### config.mk
export PLATFORM = sky130hd
export DESIGN_NAME = sar_adc_control
export DESIGN_NICKNAME = d
export VERILOG_FILES = /design/src/design/sar_adc_pkg.sv /design/src/design/two_entry_buffer.sv /design/src/design/sar_adc_control.sv
export SDC_FILE = /design/constraint.sdc
export NUM_CORES = 1
export LEC_CHECK = 0
export ABC_AREA = 1
export BUFFER_PORTS_ARGS = -buffer_cell sky130_fd_sc_hd__buf_2
export CAP_MARGIN = 20
export CORE_ASPECT_RATIO = 0.75
export CORE_UTILIZATION = 45
export DETAILED_ROUTE_END_ITERATION = 16
export SLEW_MARGIN = 20
export SYNTH_ARGS = -nofsm -noshare
export SYNTH_HDL_FRONTEND = slang
export SYNTH_HIERARCHICAL = 1
export SYNTH_SLANG_ARGS = --single-unit
### constraint.sdc
create_clock -name mclk -period 2.4 [get_ports mclk]
set_input_delay 0.48 -clock mclk [delete_from_list [all_inputs] [get_ports mclk]]
set_output_delay 0.48 -clock mclk [all_outputs]
set_load 0.005 [all_outputs]
### src/design/sar_adc_pkg.sv
// Purpose: shared constants and types of the converter control block
// Assumes: mclk at 250 MHz
// Notes:   host-side times are kept for the bench; the device does not enforce them
`default_nettype none
package sar_adc_pkg;

  // ==========================================================
  // widths and reset values
  localparam int               RESULT_WIDTH = 14;
  localparam logic [13:0]      RESULT_RESET = 14'h0000;
  localparam logic [3:0]       MSB_INDEX    = 4'hd;

  // ==========================================================
  // timing
  localparam int MCLK_MHZ           = 250;
  // one bit decision, internal conversion clock; least time, rounded up
  localparam int BIT_TIME_NS        = 120;
  localparam int BIT_CYCLES         = (BIT_TIME_NS * MCLK_MHZ + 999) / 1000;
  // host side: least acquire time and typical wake-up time
  localparam int ACQUIRE_MIN_NS     = 400;
  localparam int ACQUIRE_MIN_CYCLES = (ACQUIRE_MIN_NS * MCLK_MHZ + 999) / 1000;
  localparam int WAKE_NS            = 400;
  localparam int WAKE_CYCLES        = (WAKE_NS * MCLK_MHZ + 999) / 1000;
  // host side: start input back high within this time of a start
  localparam int START_HIGH_NS      = 900;
  localparam int START_HIGH_CYCLES  = (START_HIGH_NS * MCLK_MHZ) / 1000;

  // ==========================================================
  // types
  typedef struct packed {
    logic chipSelectN;
    logic readN;
    logic conversionStartN;
    logic powerDownN;
  } host_pins_t;

  typedef enum {ACQUIRE, CONVERT, PUSH, DELIVER, NAP, SLEEP} conv_state_t;

endpackage
`default_nettype wire

### src/design/two_entry_buffer.sv
// Purpose: two-word buffer with valid and ready on both sides
// Assumes: single clock, synchronous active-high reset
// Notes:   inReady is low only when both entries are full
`timescale 1ns/10ps
`default_nettype none
module two_entry_buffer #(
  parameter int WIDTH = 14
) (
  input  wire logic             mclk,
  input  wire logic             reset,
  input  wire logic             inValid,
  output logic                  inReady,
  input  wire logic [WIDTH-1:0] inData,
  output logic                  outValid,
  input  wire logic             outReady,
  output logic      [WIDTH-1:0] outData
);

  logic [WIDTH-1:0] slot [2];
  logic             wrPtr;
  logic             rdPtr;
  logic [1:0]       count;
  logic             doPush;
  logic             doPop;

  // ==========================================================
  // handshake
  assign inReady  = (count != 2'h2);
  assign outValid = (count != 2'h0);
  assign outData  = slot[rdPtr];
  assign doPush   = inValid && inReady;
  assign doPop    = outValid && outReady;

  // storage needs no reset; count guards every read
  always_ff @(posedge mclk)
  begin
    if (doPush)
      slot[wrPtr] <= inData;
  end

  // pointers and fill level
  always_ff @(posedge mclk)
  begin
    if (reset)
    begin
      wrPtr <= 1'b0;
      rdPtr <= 1'b0;
      count <= 2'h0;
    end
    else
    begin
      if (doPush)
        wrPtr <= ~wrPtr;
      if (doPop)
        rdPtr <= ~rdPtr;
      if (doPush && !doPop)
        count <= count + 2'h1;
      else if (doPop && !doPush)
        count <= count - 2'h1;
    end
  end

endmodule
`default_nettype wire

### src/design/sar_adc_control.sv
// Purpose: control and parallel result port of a 14-bit sampling converter
// Assumes: host pins and comparator are asynchronous to mclk
// Notes:   bit timing comes from mclk alone; no conversion clock from the host
`timescale 1ns/10ps
`default_nettype none
module sar_adc_control #(
  parameter int BIT_CYCLES = sar_adc_pkg::BIT_CYCLES
) (
  input  wire logic                    mclk,
  input  wire logic                    reset,
  input  wire sar_adc_pkg::host_pins_t hostPins,
  input  wire logic                    compareHigh,
  output logic                         busyN,
  output logic [13:0]                  resultBus,
  output logic                         resultBusOe,
  output logic [13:0]                  trialDac,
  output logic                         acquirePhase,
  output logic                         napMode,
  output logic                         sleepMode
);

  localparam int TW = $clog2(BIT_CYCLES + 1);
  localparam int LAST_TICK = BIT_CYCLES - 1;

  sar_adc_pkg::host_pins_t  pinsMeta;
  sar_adc_pkg::host_pins_t  pins;
  sar_adc_pkg::conv_state_t state;
  sar_adc_pkg::conv_state_t next_state;
  logic          cmpMeta;
  logic          cmpSync;
  logic          startPrev;
  logic          powerPrev;
  logic          startEdge;
  logic          powerFell;
  logic [13:0]   bitTrial;
  logic [3:0]    bitIndex;
  logic [TW-1:0] bitTimer;
  logic          lastTick;
  logic [13:0]   codeWord;
  logic          bufInReady;
  logic          bufOutValid;
  logic          bufOutReady;
  logic [13:0]   bufOutData;
  logic          latchLoaded;

  // ==========================================================
  // input synchronisers
  // two flops per pin; only the second stage is looked at
  always_ff @(posedge mclk)
  begin
    if (reset)
    begin
      pinsMeta <= '1;
      pins     <= '1;
      cmpMeta  <= 1'b0;
      cmpSync  <= 1'b0;
    end
    else
    begin
      pinsMeta <= hostPins;
      pins     <= pinsMeta;
      cmpMeta  <= compareHigh;
      cmpSync  <= cmpMeta;
    end
  end

  // edge history of the synchronised levels
  always_ff @(posedge mclk)
  begin
    if (reset)
    begin
      startPrev <= 1'b1;
      powerPrev <= 1'b1;
    end
    else
    begin
      startPrev <= pins.conversionStartN;
      powerPrev <= pins.powerDownN;
    end
  end

  // start counts only with select low
  assign startEdge = startPrev && !pins.conversionStartN && !pins.chipSelectN;
  assign powerFell = powerPrev && !pins.powerDownN;
  assign lastTick  = (bitTimer == TW'(LAST_TICK));

  // ==========================================================
  // conversion sequencer
  always_comb
  begin
    next_state = state;
    unique case (state)
      sar_adc_pkg::ACQUIRE:
        if (startEdge)
          next_state = sar_adc_pkg::CONVERT;
      sar_adc_pkg::CONVERT:
        // start edges are not looked at here
        if (lastTick && bitIndex == 4'h0)
          next_state = sar_adc_pkg::PUSH;
      sar_adc_pkg::PUSH:
        // a full buffer stalls here with status still low
        if (bufInReady)
          next_state = sar_adc_pkg::DELIVER;
      sar_adc_pkg::DELIVER:
        if (latchLoaded)
          next_state = sar_adc_pkg::ACQUIRE;
      sar_adc_pkg::NAP,
      sar_adc_pkg::SLEEP:
        if (pins.powerDownN)
          next_state = sar_adc_pkg::ACQUIRE;
    endcase
    // shutdown overrides everything, even a conversion under way
    if (powerFell)
      next_state = pins.chipSelectN ? sar_adc_pkg::SLEEP : sar_adc_pkg::NAP;
  end

  always_ff @(posedge mclk)
  begin
    if (reset)
      state <= sar_adc_pkg::ACQUIRE;
    else
      state <= next_state;
  end

  // mode and phase outputs, registered from the next state
  always_ff @(posedge mclk)
  begin
    if (reset)
    begin
      napMode      <= 1'b0;
      sleepMode    <= 1'b0;
      acquirePhase <= 1'b1;
    end
    else
    begin
      napMode      <= (next_state == sar_adc_pkg::NAP);
      sleepMode    <= (next_state == sar_adc_pkg::SLEEP);
      acquirePhase <= (next_state == sar_adc_pkg::ACQUIRE);
    end
  end

  // ==========================================================
  // bit timing from mclk only
  always_ff @(posedge mclk)
  begin
    if (reset)
    begin
      bitTimer <= '0;
      bitIndex <= sar_adc_pkg::MSB_INDEX;
    end
    else if (state != sar_adc_pkg::CONVERT)
    begin
      bitTimer <= '0;
      bitIndex <= sar_adc_pkg::MSB_INDEX;
    end
    else if (lastTick)
    begin
      bitTimer <= '0;
      bitIndex <= bitIndex - 4'h1;
    end
    else
      bitTimer <= bitTimer + TW'(1);
  end

  // trial register drives the capacitive DAC directly
  always_ff @(posedge mclk)
  begin
    if (reset)
      bitTrial <= sar_adc_pkg::RESULT_RESET;
    else if (state == sar_adc_pkg::ACQUIRE && next_state == sar_adc_pkg::CONVERT)
      bitTrial <= sar_adc_pkg::RESULT_RESET;
    else if (state == sar_adc_pkg::CONVERT)
    begin
      if (bitTimer == '0)
        bitTrial[bitIndex] <= 1'b1;
      else if (lastTick && !cmpSync)
        bitTrial[bitIndex] <= 1'b0;
    end
  end

  assign trialDac = bitTrial;
  // offset binary to two's complement: invert the top bit
  assign codeWord = {~bitTrial[13], bitTrial[12:0]};

  // ==========================================================
  // result path: buffer, then the output latches
  two_entry_buffer #(
    .WIDTH (sar_adc_pkg::RESULT_WIDTH)
  ) resultBuffer (
    .mclk     (mclk),
    .reset    (reset),
    .inValid  (state == sar_adc_pkg::PUSH),
    .inReady  (bufInReady),
    .inData   (codeWord),
    .outValid (bufOutValid),
    .outReady (bufOutReady),
    .outData  (bufOutData)
  );

  // never change the latches under a read in progress
  assign bufOutReady = !resultBusOe;

  // whole word into the latches at once
  always_ff @(posedge mclk)
  begin
    if (reset)
    begin
      resultBus   <= sar_adc_pkg::RESULT_RESET;
      latchLoaded <= 1'b0;
    end
    else
    begin
      latchLoaded <= bufOutValid && bufOutReady;
      if (bufOutValid && bufOutReady)
        resultBus <= bufOutData;
    end
  end

  // drivers on only with read and select both low
  always_ff @(posedge mclk)
  begin
    if (reset)
      resultBusOe <= 1'b0;
    else
      resultBusOe <= !pins.readN && !pins.chipSelectN;
  end

  // status: low from start until the latches hold the word
  always_ff @(posedge mclk)
  begin
    if (reset)
      busyN <= 1'b1;
    else if (next_state == sar_adc_pkg::CONVERT && state == sar_adc_pkg::ACQUIRE)
      busyN <= 1'b0;
    else if (next_state == sar_adc_pkg::ACQUIRE || next_state == sar_adc_pkg::NAP
             || next_state == sar_adc_pkg::SLEEP)
      busyN <= 1'b1;
  end

  // ==========================================================
  // checks
  logic [13:0] pushedWord;
  always_ff @(posedge mclk)
  begin
    if (reset)
      pushedWord <= sar_adc_pkg::RESULT_RESET;
    else if (state == sar_adc_pkg::PUSH && bufInReady)
      pushedWord <= codeWord;
  end

  property p_shutdown;
    @(posedge mclk) disable iff (reset)
    powerFell |=> (state == sar_adc_pkg::NAP || state == sar_adc_pkg::SLEEP);
  endproperty
  a_shutdown: assert property (p_shutdown) else $error("shutdown not entered");

  property p_mode_pick;
    @(posedge mclk) disable iff (reset)
    powerFell |=> (napMode == !$past(pins.chipSelectN)) && (sleepMode == $past(pins.chipSelectN));
  endproperty
  a_mode_pick: assert property (p_mode_pick) else $error("wrong shutdown mode");

  property p_deselected_start;
    @(posedge mclk) disable iff (reset)
    state == sar_adc_pkg::ACQUIRE && pins.chipSelectN |=> state != sar_adc_pkg::CONVERT;
  endproperty
  a_deselected_start: assert property (p_deselected_start) else $error("start while deselected");

  property p_drive_enable;
    @(posedge mclk) disable iff (reset)
    ##1 resultBusOe == (!$past(pins.readN) && !$past(pins.chipSelectN));
  endproperty
  a_drive_enable: assert property (p_drive_enable) else $error("bus enable wrong");

  property p_start;
    @(posedge mclk) disable iff (reset)
    state == sar_adc_pkg::ACQUIRE && startEdge && !powerFell
      |=> state == sar_adc_pkg::CONVERT && !busyN ##1 bitTrial[13];
  endproperty
  a_start: assert property (p_start) else $error("start not taken");

  property p_busy_low;
    @(posedge mclk) disable iff (reset)
    state == sar_adc_pkg::CONVERT |-> !busyN && !acquirePhase;
  endproperty
  a_busy_low: assert property (p_busy_low) else $error("status high in conversion");

  property p_data_ready;
    @(posedge mclk) disable iff (reset)
    $rose(busyN) && !napMode && !sleepMode |-> resultBus == pushedWord;
  endproperty
  a_data_ready: assert property (p_data_ready) else $error("result not ready");

  property p_clear;
    @(posedge mclk) disable iff (reset)
    state == sar_adc_pkg::ACQUIRE && next_state == sar_adc_pkg::CONVERT |=> bitTrial == 14'h0000;
  endproperty
  a_clear: assert property (p_clear) else $error("trial not cleared");

  property p_no_restart;
    @(posedge mclk) disable iff (reset)
    state == sar_adc_pkg::CONVERT && startEdge && !powerFell && !lastTick
      |=> state == sar_adc_pkg::CONVERT && bitTimer == $past(bitTimer) + TW'(1);
  endproperty
  a_no_restart: assert property (p_no_restart) else $error("conversion restarted");

  property p_bit_order;
    @(posedge mclk) disable iff (reset)
    state == sar_adc_pkg::CONVERT && lastTick && bitIndex != 4'h0 && !powerFell
      |=> bitIndex == $past(bitIndex) - 4'h1;
  endproperty
  a_bit_order: assert property (p_bit_order) else $error("bit order wrong");

endmodule
`default_nettype wire

==> summary.md <==
The tools report the final antenna diode count as 0. The count of unresolved DRC violations after routing came out at 0. The net count of the finished layout is 630.

The fraction of synthesized cell area taken by the top area cell type came out at 0.3641. Counting stages on the worst path, the most repeated cell is sky130_fd_sc_hd__nor2_1. The die area was 11670 sq um; the average detailed-routed wire length per instance was 12.86 um.

By area the synthesized netlist is led by sky130_fd_sc_hd__dfxtp_1 36%, sky130_fd_sc_hd__edfxtp_1 17%, sky130_fd_sc_hd__nor2_1 8.8%. The number of buffers and inverters on the critical path is 1, and the post-synthesis area per instance is 8.707 sq um. Grouping stages by cell kind, the critical path spends the most delay in simple AND/OR/NAND/NOR gates.

40 I/O pins were placed. The tools report the number of pins exceeding their max-slew limit in the final report as 0. The area share of and/or/nand/nor cells after synthesis is 0.2854, and the total wire length after detailed routing is 9865 um.

The run gives 7023 um as the placed wire-length estimate after detailed placement. Fill cells in the final layout number 998. The total routing usage reported by global routing was 0.1790.

After the flow finishes, the layout carries non-filler instances totaling 767. The tools report the global-route track usage on met3 as 0.05695. The initial standard-cell utilization of the core was 0.4623; the synthesis warning total was 6. In this run the standard cell core region covers 10940 sq um. Areal power density over the cells: 1047 nW/um^2. Entering global routing, the biggest net connects 47 pins. The tools report the sequential share of the synthesized area as 0.5303. For the pin with the worst max-slew slack, the measured transition is 0.6579 ns. Summing internal, switching and leakage power gives 0.006163 W.

Compound-gate portion of the synthesized area: 0.05120. Buffers placed on the I/O ports in this run total 39. Buffers added to address setup during post-CTS repair amount to 0.

The placed instances occupy a cell area of 5295 sq um. In this run the static leakage power is 2.499 nW. The tools report the final instance area as 5884 sq um. The cell type of the slowest stage on the worst timing path was sky130_fd_sc_hd__dfxtp_1.

Relative to the synthesized area, the layout overhead comes to 16.32%. The first global-routing pass estimated 16130 um of wire. The clock-pin transition on the worst setup and hold timing paths came out at 0.05 ns. In this run the worst hold path is classified as in -> reg. The tools report the via count of the first global-routing pass as 3315.

The logs give 0.2463 for the met2 track demand over resource in global routing and 3729 for the total number of vias. The share of cell area taken by muxes after synthesis is 0.03116, and the fraction of registers with async set or reset after synthesis is 0. TritonCTS created 17 clock buffers. The commonest non-fill, non-tap cell in the layout was sky130_fd_sc_hd__nor2_1. Share of the cycle needed by the critical path after routing: 0.8952. Across the routed clock network, the largest skew measured is 0.007461 ns. For the post-route antenna net violation count, the log shows 0. Cell taking the most area after synthesis: sky130_fd_sc_hd__dfxtp_1. The worst-case headroom to the max-slew limit is 0.5608. Traced cell by cell, the critical path runs through inv_1 > nor2_1 > nand2_1 > nor2_1 > nand2_1 > a21oi_2 > nor2_1 > nand4_1 > nand4_2 > nor2_4 > nand4_4 > nand2_4 > a21oi_1. In this run the most used layer during global routing was met1. The total number of clock tree sinks is 120. The dominant combinational cell family by area after synthesis was simple AND/OR/NAND/NOR gates. TritonCTS built the clock tree. The clock insertion delay at the later pin of the skew report is 0.41 ns. STA classifies the critical path endpoint as a flop. Of all nets on the critical path, the largest fanout is 14. Synthesis produced a netlist with a net count of 597. Setup violations remaining at the end of the flow were counted as 0. For this run, the slowest stage of the critical path takes 0.43 ns.

The mapped netlist covers 5059 sq um. Setup repair after global routing left no endpoint under its margin. The detailed router finished its first iteration with 234 violations. The met1 usage is 0.2548.

The tools report the setup total negative slack as 0 ns. Summed over all layers, the global routing overflow is 0. The y dimension of the die is 93.82 um.

Derived from the worst setup path, the maximum achievable clock frequency is 465.5 MHz. No sink is reached through more buffers than the 2 on the longest clock path. The tools report the worst IR drop on VDD as 529.6 uV.

The logs give 735 for the cell count after placement and 2.43 ns for the data arrival time of the worst path. The final count of hold timing violations is 0. CTS built an H-tree with a depth of 4. STA puts the critical path data required time at 2.69 ns. The floorplan step set the die width to 124.4 um. The area share of fa/ha/maj cells after synthesis is 0.02226. The fraction of final layout cells with drive strength greater than 1 is 0.2185, and the worst hold slack is 0.2561 ns. In this run the core area contains 33 standard-cell rows. In this run, synthesis inferred 28 flip-flops with an integrated enable. The via count normalized by instance count was 4.862. In this run, distinct cell masters in the synthesized netlist total 35. For the initial antenna violation count, the log shows 0. After synthesis the netlist holds a flip-flop and latch count of 120. The weighted congestion reported at the end of routability-driven placement came out at 0.8335. For this run, the leading register cell type out of synthesis is sky130_fd_sc_hd__dfxtp_1.

The tools report the startpoint type of the worst setup path as a flop. The time the final worst path needs with I/O delays and setup was 2.148 ns; the post-synthesis share of cell area spent on xor and xnor gates was 0.006926. Across the run, the number of max-cap violations was 0.

Counting every instance in the synthesized netlist gives 581. Clock tree synthesis selected as its root buffer the cell sky130_fd_sc_hd__clkbuf_16. Category of the most critical setup path: reg -> reg. The flow ran to the end, and the final reports show no timing, DRC or antenna violations. In the layout the commonest cells are 119 x sky130_fd_sc_hd__nor2_1, 91 x sky130_fd_sc_hd__dfxtp_1, 79 x sky130_fd_sc_hd__nand2_1, 57 x sky130_fd_sc_hd__nand3_1, 43 x sky130_fd_sc_hd__inv_1. The detailed-router iteration count before antenna repair is 5.
==> logic make-up after synthesis <==
logic type | count (synthesis)
AO/OA/AOI/OAI | 43
XOR/XNOR | 4
adder cells (fa/ha/maj) | 9
buffers and inverters | 77
flip-flops | 120
multiplexers | 14
AND/OR/NAND/NOR | 314
==> cells in the mapped netlist (3+ instances only) <==
master,count
sky130_fd_sc_hd__nor2_1,119
sky130_fd_sc_hd__dfxtp_1,92
sky130_fd_sc_hd__nand2_1,79
sky130_fd_sc_hd__nand3_1,57
sky130_fd_sc_hd__inv_1,43
sky130_fd_sc_hd__edfxtp_1,28
sky130_fd_sc_hd__o21ai_0,20
sky130_fd_sc_hd__buf_4,14
sky130_fd_sc_hd__clkbuf_1,14
sky130_fd_sc_hd__mux2_2,14
sky130_fd_sc_hd__or2_2,13
sky130_fd_sc_hd__a21oi_2,11
sky130_fd_sc_hd__nand4_1,11
sky130_fd_sc_hd__a21oi_1,9
sky130_fd_sc_hd__ha_1,9
sky130_fd_sc_hd__or2_1,9
sky130_fd_sc_hd__nor2_2,6
sky130_fd_sc_hd__nor3_1,6
sky130_fd_sc_hd__nand2_2,3
sky130_fd_sc_hd__nor2_4,3
sky130_fd_sc_hd__xor2_1,3
==> final cells by class <==
cell class,count,area [sq um],share of cell area
flip-flops and latches,120,2684,0.4561
multi-input cells,384,2008,0.3413
clock buffers,18,439.2,0.07463
repair buffers,46,260.3,0.04423
well taps,140,175.2,0.02977
inverters,45,168.9,0.02871
clock inverters,14,148.9,0.02530
==> final timing paths <==
path | start | endpoint | slack (ns) | depth (start not counted)
setup / recovery | state[2]$_SDFF_PP0_ | flop | 0.25 | 13
hold / removal | hostPins[3] | pinsMeta[3]$_SDFF_PP1_ | 0.26 | 2
setup reg to reg | state[2]$_SDFF_PP0_ | flop | 0.25 | 13
hold reg to reg | cmpMeta$_SDFF_PP0_ | cmpSync$_SDFF_PP0_ | 0.40 | 2
==> power breakdown <==
part	internal, W	switching, W	total, W
sequential	0.00232	0.000155	0.00248
clock	0.00156	0.000918	0.00247
combinational	0.000477	0.000733	0.00121
total	0.00436	0.00181	0.00616
==> per-stage QoR <==
step / setup WS (ns) / util
finish: 0.2516 / 0.5378
global route: 0.008480 / 0.5378
CTS: 0.2065 / 0.5377
detailed placement: 0.2320 / 0.4839
global placement: 0.2383 / 0.4839
floorplan: 0.3952 / -
==> per-layer routing <==
| metal | part of all wire | routed length [um] |
|---|---|---|
| met1 | 0.54 | 5332 |
| met2 | 0.41 | 4027 |
| met3 | 0.046 | 456 |
| met4 | 0.0049 | 48 |
| met5 | 0 | 0 |
==> repair_timing <==
| action | 4_1_cts | 5_1_grt |
|---|---|---|
| hold buffers | 0 | 0 |
| resized for setup | 0 | 1 |
| endpoints found under the setup margin | 0 | 3 |
Note: power is estimated with default switching activity, not from simulation.
